### config.mk
export PLATFORM = sky130hd
export DESIGN_NAME = bcw_board_ctrl
export DESIGN_NICKNAME = d
export VERILOG_FILES = /design/src/core/bcw_pkg.sv /design/src/core/bcw_watchdog.sv /design/src/core/bcw_fan_monitor.sv /design/src/core/bcw_board_ctrl.sv
export SDC_FILE = /design/constraint.sdc
export NUM_CORES = 1
export LEC_CHECK = 0
export BUFFER_PORTS_ARGS = -buffer_cell sky130_fd_sc_hd__buf_2
export CAP_MARGIN = 20
export CELL_PAD_IN_SITES_DETAIL_PLACEMENT = 0
export CELL_PAD_IN_SITES_GLOBAL_PLACEMENT = 2
export CORE_UTILIZATION = 29
export DETAILED_ROUTE_END_ITERATION = 10
export PLACE_DENSITY_LB_ADDON = 0.1
export SLEW_MARGIN = 20
export SYNTH_ARGS = -nofsm -noshare
export SYNTH_HDL_FRONTEND = slang
export SYNTH_HIERARCHICAL = 1
export SYNTH_SLANG_ARGS = --single-unit
### constraint.sdc
create_clock -name hclk -period 2.6 [get_ports hclk]
set_clock_uncertainty 0.15 [all_clocks]
set_input_delay 0.52 -clock hclk [delete_from_list [all_inputs] [get_ports hclk]]
set_output_delay 0.52 -clock hclk [all_outputs]
set_load 0.05 [all_outputs]
### src/core/bcw_pkg.sv
// package: constants, encodings and carrier types for the board
// control bank (special control, watchdog refresh, fan monitor).
// assumes a single 40 MHz clock and word-wide ahb-lite access.
package bcw_pkg;

  // clock and timing figures
  localparam int unsigned CLK_HZ          = 40_000_000;
  localparam int unsigned WDOG_PERIOD_MS  = 1000;
  localparam int unsigned WDOG_CYCLES     = CLK_HZ / 1000 * WDOG_PERIOD_MS;
  localparam int unsigned FAN_MIN_HZ      = 1;
  localparam int unsigned FAN_CYCLES      = CLK_HZ / FAN_MIN_HZ;
  localparam int unsigned CNT_W           = 26;

  // register indices; byte address is four times the index
  localparam logic [11:0] IDX_SPC         = 12'hCA2;
  localparam logic [11:0] IDX_REFRESH     = 12'hCA3;
  localparam logic [11:0] IDX_FAN         = 12'hCA4;
  localparam logic [11:0] IDX_ISTAT       = 12'hCA6;
  localparam logic [11:0] IDX_IMASK       = 12'hCA7;
  localparam logic [11:0] ALT_BASE_DELTA  = 12'h010;
  localparam int unsigned IDX_LSB         = 2;
  localparam int unsigned IDX_MSB         = 13;

  // special control field positions
  localparam int unsigned SPC_JMP_BIT     = 7;
  localparam int unsigned SPC_OVR_BIT     = 6;
  localparam int unsigned SPC_SEL_BIT     = 5;
  localparam int unsigned SPC_MODE_HI     = 4;
  localparam int unsigned SPC_MODE_LO     = 3;
  localparam int unsigned SPC_WST_BIT     = 2;
  localparam int unsigned SPC_WEN_BIT     = 1;

  // fan monitor control field positions
  localparam int unsigned FAN_SLOW_BIT    = 7;
  localparam int unsigned FAN_IE_BIT      = 0;

  // refresh key and line mode encodings
  localparam logic [7:0] REFRESH_KEY      = 8'h5A;
  localparam logic [1:0] MODE_RS232       = 2'h0;
  localparam logic [1:0] MODE_RS422       = 2'h1;
  localparam logic [1:0] MODE_RS485       = 2'h2;

  // interrupt events
  localparam int unsigned EV_WDOG         = 0;
  localparam int unsigned EV_FAN          = 1;
  localparam int unsigned N_EV            = 2;

  // reset values
  localparam logic        RST_OVR         = 1'b0;
  localparam logic        RST_SEL         = 1'b1;
  localparam logic [1:0]  RST_MODE        = MODE_RS232;
  localparam logic        RST_WEN         = 1'b0;
  localparam logic        RST_FAN_IE      = 1'b0;
  localparam logic [N_EV-1:0] RST_EV      = 2'h0;
  localparam logic [31:0] RDATA_ZERO      = 32'h0000_0000;
  localparam logic [1:0]  HTRANS_NONSEQ   = 2'h2;

  typedef enum logic [2:0] {
    SEL_NONE, SEL_SPC, SEL_REFRESH, SEL_FAN, SEL_ISTAT, SEL_IMASK
  } bcw_reg_sel_type;

  // accepted address phase carried into the data phase
  typedef struct packed {
    logic            valid;
    logic            write;
    bcw_reg_sel_type sel;
  } bcw_addr_phase_type;

  // software-owned special control fields
  typedef struct packed {
    logic       firmware_override;
    logic       firmware_image_select;
    logic [1:0] serial_line_mode;
    logic       watchdog_reset_enable;
  } bcw_spc_ctrl_type;

endpackage

### src/core/bcw_watchdog.sv
// watchdog timer: counts while enabled, restarts on a keyed refresh.
// assumes refresh is a one-cycle pulse already checked against the key.
`timescale 1ns/1ps
module bcw_watchdog import bcw_pkg::*; #(
  parameter int unsigned PERIOD = WDOG_CYCLES
) (
  // clock and reset
  input  wire logic hclk,
  input  wire logic hresetn,
  input  wire logic hce,
  // control
  input  wire logic enable,
  input  wire logic refresh,
  // status
  output logic      expired,
  output logic      expire_pulse
);

  typedef enum logic [1:0] {WD_IDLE, WD_COUNT, WD_EXPIRED} bcw_wd_state_type;

  bcw_wd_state_type   state_q, state_d;
  logic [CNT_W-1:0]   count_q, count_d;
  logic               expired_q;
  logic               hit_end;

  assign hit_end = (count_q == CNT_W'(PERIOD - 1));
  assign expire_pulse = (state_q == WD_COUNT) && enable && hit_end && !refresh;
  assign expired = expired_q;

  // next state; a refresh always restarts the period from zero
  always_comb begin
    state_d = state_q;
    count_d = count_q;
    unique case (state_q)
      WD_IDLE: begin
        count_d = '0;
        if (enable) state_d = WD_COUNT;
      end
      WD_COUNT: begin
        if (!enable) begin
          state_d = WD_IDLE;
          count_d = '0;
        end else if (refresh) begin
          count_d = '0;
        end else if (hit_end) begin
          state_d = WD_EXPIRED;
        end else begin
          count_d = count_q + CNT_W'(1);
        end
      end
      WD_EXPIRED: begin
        count_d = '0;
        if (!enable) state_d = WD_IDLE;
        else if (refresh) state_d = WD_COUNT;
      end
    endcase
  end

  // flag stays until a keyed refresh; a refresh in the same cycle wins over expiry
  always_ff @(posedge hclk or negedge hresetn) begin
    if (!hresetn) begin
      state_q   <= WD_IDLE;
      count_q   <= '0;
      expired_q <= 1'b0;
    end else if (hce) begin
      state_q   <= state_d;
      count_q   <= count_d;
      expired_q <= expire_pulse | (expired_q & ~refresh);
    end
  end

endmodule

### src/core/bcw_fan_monitor.sv
// fan monitor: measures time between tachometer rising edges and
// flags a fan slower than the minimum rate.
// assumes the tach input is already synchronous to hclk.
`timescale 1ns/1ps
module bcw_fan_monitor import bcw_pkg::*; #(
  parameter int unsigned LIMIT = FAN_CYCLES
) (
  // clock and reset
  input  wire logic hclk,
  input  wire logic hresetn,
  input  wire logic hce,
  // tachometer
  input  wire logic fan_tach,
  // status
  output logic      fan_slow,
  output logic      slow_pulse
);

  logic [CNT_W-1:0] gap_q;
  logic             tach_q;
  logic             slow_q;
  logic             tach_edge;
  logic             gap_full;

  assign tach_edge  = fan_tach & ~tach_q;
  assign gap_full   = (gap_q == CNT_W'(LIMIT - 1));
  assign slow_pulse = gap_full & ~tach_edge & ~slow_q;
  assign fan_slow   = slow_q;

  // gap counter saturates; no edge for a whole second means too slow
  always_ff @(posedge hclk or negedge hresetn) begin
    if (!hresetn) begin
      tach_q <= 1'b0;
      gap_q  <= '0;
      slow_q <= 1'b0;
    end else if (hce) begin
      tach_q <= fan_tach;
      if (tach_edge) gap_q <= '0;
      else if (!gap_full) gap_q <= gap_q + CNT_W'(1);
      if (tach_edge) slow_q <= 1'b0;
      else if (gap_full) slow_q <= 1'b1;
    end
  end

endmodule

### src/core/bcw_board_ctrl.sv
// board control bank: special control, watchdog refresh and fan
// monitor control behind an ahb-lite slave, plus interrupt status.
// assumes one ahb-lite master doing word transfers on hclk.
`timescale 1ns/1ps

// Operation
// - jumper state read back, 0 fitted
// - override set: select bit chooses image
// - select 0 backup, 1 primary
// - two-bit serial line mode field drives port
// - read-only watchdog expired status bit
// - enable bit turns watchdog on
// - special control bit zero does nothing
// - writing 5Ah restarts watchdog period
// - slow-fan flag when tach below 1 Hz
// - fan interrupt enable gates fan interrupt
// - fan register bits six..one do nothing
// - bank decoded at primary and alternate base
module bcw_board_ctrl import bcw_pkg::*; #(
  parameter int unsigned WDOG_CYCLES_P = WDOG_CYCLES,
  parameter int unsigned FAN_CYCLES_P  = FAN_CYCLES
) (
  // clock, reset, clock enable
  input  wire logic        hclk,
  input  wire logic        hresetn,
  input  wire logic        hce,
  // ahb-lite slave
  input  wire logic        hsel,
  input  wire logic [31:0] haddr,
  input  wire logic [1:0]  htrans,
  input  wire logic        hwrite,
  input  wire logic [2:0]  hsize,
  input  wire logic [31:0] hwdata,
  input  wire logic        hready,
  output logic             hreadyout,
  output logic             hresp,
  output logic [31:0]      hrdata,
  // board straps and controls
  input  wire logic        firmware_jumper_state,
  output logic             firmware_primary_sel,
  output logic [1:0]       serial_line_mode,
  output logic             sys_reset_req,
  // fan
  input  wire logic        fan_tach,
  output logic             fan_irq,
  // interrupt
  output logic             irq
);

  // map an index, at either base, onto a register select
  function automatic bcw_reg_sel_type decode_index(input logic [11:0] idx);
    logic [11:0] pri;
    pri = idx + ALT_BASE_DELTA;
    if (idx == IDX_SPC || pri == IDX_SPC) return SEL_SPC;
    if (idx == IDX_REFRESH || pri == IDX_REFRESH) return SEL_REFRESH;
    if (idx == IDX_FAN || pri == IDX_FAN) return SEL_FAN;
    if (idx == IDX_ISTAT || pri == IDX_ISTAT) return SEL_ISTAT;
    if (idx == IDX_IMASK || pri == IDX_IMASK) return SEL_IMASK;
    return SEL_NONE;
  endfunction

  // one byte aligned into a bus word, upper bits zero
  function automatic logic [31:0] widen(input logic [7:0] b);
    return {24'h00_0000, b};
  endfunction

  // bus state
  bcw_addr_phase_type ap_q, ap_d;
  logic               rd_ready_q;
  logic [31:0]        hrdata_q;

  // software state
  bcw_spc_ctrl_type   spc_q;
  logic               fan_ie_q;
  logic [N_EV-1:0]    istat_q;
  logic [N_EV-1:0]    imask_q;

  // block status
  logic               wd_expired;
  logic               wd_expire_pulse;
  logic               fan_slow;
  logic               fan_slow_pulse;

  // address phase decode
  logic               ap_take;
  logic               high_zero;
  bcw_reg_sel_type    ap_sel;
  logic [11:0]        ap_index;

  // data phase strobes
  logic               wr_fire;
  logic               rd_fire;
  logic               wr_spc;
  logic               wr_refresh;
  logic               wr_fan;
  logic               wr_istat;
  logic               wr_imask;
  logic               refresh_ok;
  logic [7:0]         wbyte;

  // read mux
  logic [7:0]         spc_rd;
  logic [7:0]         fan_rd;
  logic [7:0]         rd_byte;

  // interrupt events
  logic [N_EV-1:0]    ev;
  logic [N_EV-1:0]    istat_clr;

  // ---------------------------------------------------------------
  // ahb-lite address phase; a frozen clock enable stalls an open data phase, except a read past its wait state, and drops new transfers
  // ---------------------------------------------------------------

  // only indices with the top address bits zero count as a hit; haddr[1:0] is ignored
  assign ap_index  = haddr[IDX_MSB:IDX_LSB];
  assign high_zero = (haddr[31:IDX_MSB+1] == '0);
  assign ap_sel    = high_zero ? decode_index(ap_index) : SEL_NONE;
  assign ap_take   = hsel && (htrans == HTRANS_NONSEQ) && hready && hce;

  // next address phase record: replaced whenever the bus moves on
  always_comb begin
    ap_d = ap_q;
    if (hready && hce) begin
      ap_d.valid = ap_take;
      ap_d.write = hwrite;
      ap_d.sel   = ap_sel;
    end
  end

  // writes complete with no wait; reads wait one cycle so that the
  // read data always reflects a write that just finished
  assign hreadyout = !ap_q.valid ||
                     (ap_q.write ? hce : rd_ready_q);
  assign hresp     = 1'b0;
  assign hrdata    = hrdata_q;

  // data phase strobes, qualified by the clock enable
  assign wr_fire    = ap_q.valid && ap_q.write && hce;
  assign rd_fire    = ap_q.valid && !ap_q.write && !rd_ready_q && hce;
  assign wbyte      = hwdata[7:0];
  assign wr_spc     = wr_fire && (ap_q.sel == SEL_SPC);
  assign wr_refresh = wr_fire && (ap_q.sel == SEL_REFRESH);
  assign wr_fan     = wr_fire && (ap_q.sel == SEL_FAN);
  assign wr_istat   = wr_fire && (ap_q.sel == SEL_ISTAT);
  assign wr_imask   = wr_fire && (ap_q.sel == SEL_IMASK);

  // only the exact key restarts the watchdog; anything else is dropped
  assign refresh_ok = wr_refresh && (wbyte == REFRESH_KEY);

  // bus pipeline registers
  always_ff @(posedge hclk or negedge hresetn) begin
    if (!hresetn) begin
      ap_q       <= '{valid: 1'b0, write: 1'b0, sel: SEL_NONE};
      rd_ready_q <= 1'b0;
      hrdata_q   <= RDATA_ZERO;
    end else if (hce) begin
      ap_q       <= ap_d;
      rd_ready_q <= rd_fire;
      if (rd_fire) hrdata_q <= widen(rd_byte);
    end
  end

  // ---------------------------------------------------------------
  // register read view
  // ---------------------------------------------------------------

  // special control: bit zero always reads zero and holds nothing
  assign spc_rd = {firmware_jumper_state,
                   spc_q.firmware_override,
                   spc_q.firmware_image_select,
                   spc_q.serial_line_mode,
                   wd_expired,
                   spc_q.watchdog_reset_enable,
                   1'b0};

  // fan control: reserved middle bits read zero
  assign fan_rd = {fan_slow, 6'h00, fan_ie_q};

  // refresh register is write-only; unmapped indices read zero
  always_comb begin
    rd_byte = 8'h00;
    unique case (ap_q.sel)
      SEL_SPC:     rd_byte = spc_rd;
      SEL_FAN:     rd_byte = fan_rd;
      SEL_ISTAT:   rd_byte = {6'h00, istat_q};
      SEL_IMASK:   rd_byte = {6'h00, imask_q};
      SEL_REFRESH: rd_byte = 8'h00;
      SEL_NONE:    rd_byte = 8'h00;
      default:     rd_byte = 8'h00;
    endcase
  end

  // ---------------------------------------------------------------
  // software-written control
  // ---------------------------------------------------------------

  // special control write: read-only bits and bit zero are discarded
  always_ff @(posedge hclk or negedge hresetn) begin
    if (!hresetn) begin
      spc_q <= '{firmware_override:     RST_OVR,
                 firmware_image_select: RST_SEL,
                 serial_line_mode:      RST_MODE,
                 watchdog_reset_enable: RST_WEN};
    end else if (wr_spc) begin
      spc_q.firmware_override     <= wbyte[SPC_OVR_BIT];
      spc_q.firmware_image_select <= wbyte[SPC_SEL_BIT];
      spc_q.serial_line_mode      <= wbyte[SPC_MODE_HI:SPC_MODE_LO];
      spc_q.watchdog_reset_enable <= wbyte[SPC_WEN_BIT];
    end
  end

  // fan control write: only the enable bit is stored
  always_ff @(posedge hclk or negedge hresetn) begin
    if (!hresetn) begin
      fan_ie_q <= RST_FAN_IE;
    end else if (wr_fan) begin
      fan_ie_q <= wbyte[FAN_IE_BIT];
    end
  end

  // interrupt mask, same layout as the status register
  always_ff @(posedge hclk or negedge hresetn) begin
    if (!hresetn) begin
      imask_q <= RST_EV;
    end else if (wr_imask) begin
      imask_q <= wbyte[N_EV-1:0];
    end
  end

  // ---------------------------------------------------------------
  // board outputs
  // ---------------------------------------------------------------

  // override replaces the jumper; 0 backup, 1 primary either way
  assign firmware_primary_sel = spc_q.firmware_override ?
                                spc_q.firmware_image_select :
                                firmware_jumper_state;

  // the reserved code is passed through; the transceiver owns it
  assign serial_line_mode = spc_q.serial_line_mode;

  // reset request holds while the expiry stands and the circuit is on
  assign sys_reset_req = wd_expired && spc_q.watchdog_reset_enable;

  // dedicated fan line follows the condition, not the sticky status
  assign fan_irq = fan_ie_q && fan_slow;

  // ---------------------------------------------------------------
  // watchdog and fan monitor
  // ---------------------------------------------------------------

  // the host must keep refreshing well inside the period
  bcw_watchdog #(
    .PERIOD (WDOG_CYCLES_P)
  ) u_watchdog (
    .hclk         (hclk),
    .hresetn      (hresetn),
    .hce          (hce),
    .enable       (spc_q.watchdog_reset_enable),
    .refresh      (refresh_ok),
    .expired      (wd_expired),
    .expire_pulse (wd_expire_pulse)
  );

  bcw_fan_monitor #(
    .LIMIT (FAN_CYCLES_P)
  ) u_fan_monitor (
    .hclk       (hclk),
    .hresetn    (hresetn),
    .hce        (hce),
    .fan_tach   (fan_tach),
    .fan_slow   (fan_slow),
    .slow_pulse (fan_slow_pulse)
  );

  // ---------------------------------------------------------------
  // sticky interrupt status, write one to clear
  // ---------------------------------------------------------------

  // slow-fan events only count while fan interrupts are enabled
  assign ev[EV_WDOG] = wd_expire_pulse;
  assign ev[EV_FAN]  = fan_slow_pulse && fan_ie_q;
  assign istat_clr   = wr_istat ? wbyte[N_EV-1:0] : RST_EV;

  // a new event in the clearing cycle wins, so none is lost
  generate
    for (genvar i = 0; i < N_EV; i++) begin : g_istat
      always_ff @(posedge hclk or negedge hresetn) begin
        if (!hresetn) begin
          istat_q[i] <= 1'b0;
        end else if (hce) begin
          istat_q[i] <= ev[i] | (istat_q[i] & ~istat_clr[i]);
        end
      end
    end
  endgenerate

  // level interrupt while any unmasked status bit stands
  assign irq = |(istat_q & imask_q);

endmodule

* Word-level counts from Yosys, hierarchy flattened
Cells that the tools add are included.
Widths: inputs -> output; s select.
** Cells by class
- Add/sub/neg operators :: 3
- Eq/ne operators :: 27
- Mux-type cells :: 45
- Bitwise gates (word level) :: 16
- Reductions and logical operators :: 42
** Operator list (number)
- $mux 26 :: 5
- $eq 12x12->1 const B :: 10
- $add 26x1->26 const B :: 2
- $eq 26x26->1 const B :: 2
- $pmux 26 s2 :: 1
- $mux 3 :: 11
- $pmux 8 s4 :: 1
- $logic_and 1x1->1 :: 21
- $mux 1 :: 19
- $logic_not 18->1 :: 1
- $mux 2 :: 7
- $add 12x5->12 const B :: 1
- $reduce_and 2->1 :: 5
- $eq 8x7->1 const B :: 1
- $and 1x1->1 :: 6
- $eq 3x2->1 const B :: 2
- $eq 3x3->1 const B :: 2
- $logic_or 1x1->1 :: 6
- $ne 3x2->1 const B :: 2
- $not 1->1 :: 6
- $pmux 2 s3 :: 1
- $reduce_and 5->1 :: 1
- $eq 2x2->1 const B :: 2
- $logic_not 1->1 :: 4
- other kinds (11) :: 14
** Word-level totals
- Bits in registers :: 81
- Output and inout bits :: 40
- Logic and storage cells :: 152

* Depth between registers and ports, before layout
- Depth in word-level cells :: 20
- Mapped depth :: 10
- Depth with buffers taken out :: 8

* Cells and area by module
Netlist, hierarchy kept.
** Modules (own cells, without submodules)
- bcw_watchdog :: times used 1, cells each 197, area an instance 1711.6 um^2, sequential area each 725.7 um^2
- bcw_fan_monitor :: times used 1, cells each 183, area an instance 1685.4 um^2, sequential area each 700.7 um^2
- bcw_board_ctrl :: times used 1, cells each 133, area an instance 1437.6 um^2, sequential area each 601.8 um^2

* Least setup slack after synthesis
No wires, ideal clock.
- Path kind :: in2reg
- Start :: input port hce
- End :: register u_watchdog.count_q[19]
- Setup time :: 0.069 ns
- Arrival :: 2.380 ns
- Slack :: 0.001 ns
- Cell stages on the path :: 10
- Path buffers :: 2
- Cells stage by stage :: buf_2 and4b_1 nand4b_1 nor2_1 and3b_1 clkbuf_1 nand2_1 o21bai_2 or4_1 nand3_1
** Between the ends
- Word-level cells in the longest chain between the ends :: 6
- Elaborated cells on any way between the ends :: 8
- Classes of those cells :: 1 x eq/ne; 3 x mux; 4 x reduce/logical
** Ends and longest elaborated chain
- start: declaration :: line bcw_board_ctrl.sv:26 : input wire logic hce,
- $logic_and 1x1->1 * :: line bcw_board_ctrl.sv:138 : assign wr_fire = ap_q.valid && ap_q.write && hce;
- $logic_and 1x1->1 * :: line bcw_board_ctrl.sv:142 : assign wr_refresh = wr_fire && (ap_q.sel == SEL_REFRESH);
- $logic_and 1x1->1 * :: line bcw_board_ctrl.sv:148 : assign refresh_ok = wr_refresh && (wbyte == REFRESH_KEY);
- via refresh_ok :: line bcw_board_ctrl.sv:98 : logic refresh_ok;
- $mux 26 :: line bcw_watchdog.sv:43 : end else if (refresh) begin
- $mux 26 :: line bcw_watchdog.sv:40 : if (!enable) begin
- $pmux 26 s2 :: line bcw_watchdog.sv:34 : unique case (state_q)
- end signal: assignment :: line bcw_watchdog.sv:67 : count_q <= count_d;
- end: declaration :: line bcw_watchdog.sv:22 : logic [CNT_W-1:0] count_q, count_d;
The timed path passes the listed nets; every way through them passes the cells marked *.
A chain may end at the register's enable or synchronous reset.

* Worst setup path in the final report
- Start :: register u_watchdog.count_q[16]
- End :: register u_watchdog.count_q[6]
** Between the ends
- Word-level cells in the longest chain between the ends :: 3
** Ends and longest elaborated chain
- $eq 26x26->1 :: line bcw_watchdog.sv:26 : assign hit_end = (count_q == CNT_W'(PERIOD - 1));
- $ne 4x3->1 (no source line)
- $reduce_and 2->1 (no source line)
Every way passes these cells.

==> impl_metrics.ini <==
[grt]
antenna_found_initial = 0
grt_pass1_vias = 4044
overflow = 0
grt_pass1_wl_mm = 22.01
grt_usage = 0.1613
grt_max_degree = 35

[cells_and_area]
n_fill_cell = 1660
layout.cells.non_filler = 829
final_area_um2 = 5851
antenna_cells = 0
final_common_cell = dfrtp_1
seqCellArea_um2 = 2028
multiInputGateArea_um2 = 2555
layout.cells.most_common_list = dfrtp_1, buf_2, nand2_1
layout.nets = 689
drive_gt1_frac = 0.2480
syn_to_final_growth_pct = 21.01

[clock_network]
worstSkewPairLatency_ps = 350
cts_root_buf = clkbuf_16
numCtsBuffers = 9
cts_tree = built
clk_pin_slew_ps = 70
cts_sinks = 81
ctsLongestPathBuffers = 2
cts_max_level = 3

[drt]
drcViolationCount = 0
drt_pre_antenna_iters = 4
vias_per_cell = 5.052
drt_first_iter_violations = 183
vias = 4188
wirelength_mm = 13.10
routedWlPerCell_um = 15.81
postRouteAntennaNets = 0

[placed_design]
dp_slack_ps = -94.65
gp_congestion = 0.7571
placedCellCount = 812
portBuffers = 62
dpl-instance-area_um2 = 5529
hpwl_mm = 9.603

[power]
p_int_mw = 2.184
p_leak_nw = 2.610
p_sw_frac = 0.2862
combPwrFrac = 0.113
powerDensity_nw_per_um2 = 522.9
p_switching_uw = 875.4
irDropWorstVdd_uv = 316.9
power.share.clock = 0.434
pwr-share-seq = 0.453

[critical_path]
critPathCaptureType = register
worstSetupEndpoint = u_watchdog/count_q[6]$_DFFE_PN0P_
cp-startpoint = u_watchdog/count_q[16]$_DFFE_PN0P_
reg2reg_depth = 6
crit_required_ps = 2680
startpoint_type = register
timing.rr.start = u_watchdog/count_q[16]$_DFFE_PN0P_
worstPathMaxFanout = 14
r2r-end = u_watchdog/count_q[6]$_DFFE_PN0P_
ff2ff_setup_slack_ps = 110
critPathKind = register to register
arrival_ps = 2570

[sta]
hold_viol_final = 0
setup_tns_ps = 0
rsz0062_at_grt = false
period_needed_ps = 2494
slew_viol_final = 0
setup_ws_ps = 106.0
max_freq_mhz = 401.0
setup_viol = 0
period_share = 0.9592

[logic_synthesis]
synthCells = 513
synth_ff_type = dfrtp_1
synth_edf_count = 0
ys_ff_latch = 81
ys_seq_area_frac = 0.4195
async_flop_share = 1.000
yosys_warnings = 6
syn_area_um2 = 4835
synthTopCellsByArea = dfrtp_1, buf_4, nand2_1
yosys.area.top_type = dfrtp_1
synth_cell_types = 68
syn_area_per_cell_um2 = 9.424
synth.top_cell.area_share = 0.4141

[status]
status = complete, no violations

[floorplanning]
core_um2 = 16060
start_util = 0.3011
die_h_um = 131.1
die-area_um2 = 17190
num_rows = 46
pin_count = 117
fp.dieW_um = 131.1

[run]
maxCapViolCount = 0

[min_path]
holdCritPathClass = input pin to register
-- power by group through the flow --
stage / Sequential [mW] / Combinational, mW / Clock [mW]
final: 1.39 / 0.346 / 1.33
after CTS: 1.39 / 0.351 / 1.38
after global routing: 1.40 / 0.382 / 1.43
after detailed placement: 1.41 / 0.350 / 0
after global placement: 1.41 / 0.345 / 0
after floorplan: 1.39 / 0.257 / 0
-- synthesized netlist by cell type (2+ instances only) --
cell type	n
inv_1	9
o311ai_0	2
ha_1	4
buf_2	6
mux2_4	5
nand2_1	53
buf_4	29
a21oi_1	15
nor2b_1	4
xnor2_1	3
or4_1	7
dfrtp_1	80
and2_1	4
nor4bb_1	3
a31oi_1	10
nand4b_1	2
clkbuf_1	5
and3_1	11
o31ai_1	20
nor4_2	3
nor2_1	31
o21ai_1	14
and4b_1	3
nand2b_1	6
or3_1	6
nand3_1	35
xor2_1	6
nand4_1	19
nor3_1	11
nor4b_1	6
mux2_2	8
nor4_1	6
nand3b_1	3
nand4_4	2
buf_6	4
o211ai_1	7
nor4_4	2
o21ai_0	30
a41oi_1	2
a22o_1	9
-- area by class of cell --
type,count,area share
Clock inverter,7,0.01347
Inverter,10,0.006416
Tap cell,216,0.04619
Clock buffer,9,0.03849
Multi-Input combinational cell,402,0.4367
Sequential cell,81,0.3467
Timing Repair Buffer,104,0.1121
-- state kept, by name, summed over array words and instances, names as in the netlist, 2 cells and up --
signal / count
serial_line_mode: 2
istat_q: 2
u_watchdog/state_q: 2
spc_q: 3
u_watchdog/count_q: 26
ap_q: 5
hrdata: 8
imask_q: 2
u_fan_monitor/gap_q: 26
-- cells by family (layout without fill, tap and decap cells) --
logic type,count (synthesis),in the layout,synth area share
buf+inv,54,130,0.07220
flops,81,81,0.4195
other cells,1,25,0.0007757
mux,14,14,0.03623
simple gates,230,230,0.2824
compound gates,120,120,0.1623
fa+ha+maj,4,4,0.01035
xor+xnor,9,9,0.01631
-- metrics by stage --
stage	total power, mW	hold slack, ps	util
after floorplan	1.647	74.41	-
after global placement	1.751	317.7	0.3443
after detailed placement	1.758	325.5	0.3443
after CTS	3.117	240.3	0.3639
after global routing	3.209	244.2	0.3643
final	3.059	256.8	0.3643
-- what timing repair did --
| action | CTS | global route |
|---|---|---|
| buffers inserted | 0 | 0 |
| setup endpoints to repair | 0 | 1 |
| gates resized for setup | 0 | 1 |
| hold buffers | 1 | 0 |
| hold endpoints to repair | 8 | 0 |
-- critical path: stages, from the launching register on --
cell and delay (ps):
dfrtp_1 390, or4b_1 540, or4_4 560, o31ai_4 310, buf_4 250, o21ai_1 90, o41ai_1 70
-- routing by layer --
metal | track usage | share of wire | up-vias
li1 | - | - | 2076
met1 | 0.2115 | 0.47 | 2042
met2 | 0.2683 | 0.49 | 61
met3 | 0.03742 | 0.028 | 9
met4 | 0.03529 | 0.0082 | 0
met5 | 0 | 0 | -
-- how the worst min path moves through the flow --
stage / from / endpoint / depth (start not counted)
2_1_floorplan: hresetn / ap_q[0]$_DFFE_PN0P_ / 0
3_3_place_gp: hrdata[0]$_DFFE_PN0P_ / hrdata[0]$_DFFE_PN0P_ / 2
6_report: hwrite / ap_q[3]$_DFFE_PN0P_ / 2
4_1_cts: hwrite / ap_q[3]$_DFFE_PN0P_ / 2
3_5_place_dp: hrdata[0]$_DFFE_PN0P_ / hrdata[0]$_DFFE_PN0P_ / 2
5_1_grt: hwrite / ap_q[3]$_DFFE_PN0P_ / 2
(Power assumes the default switching activity.)
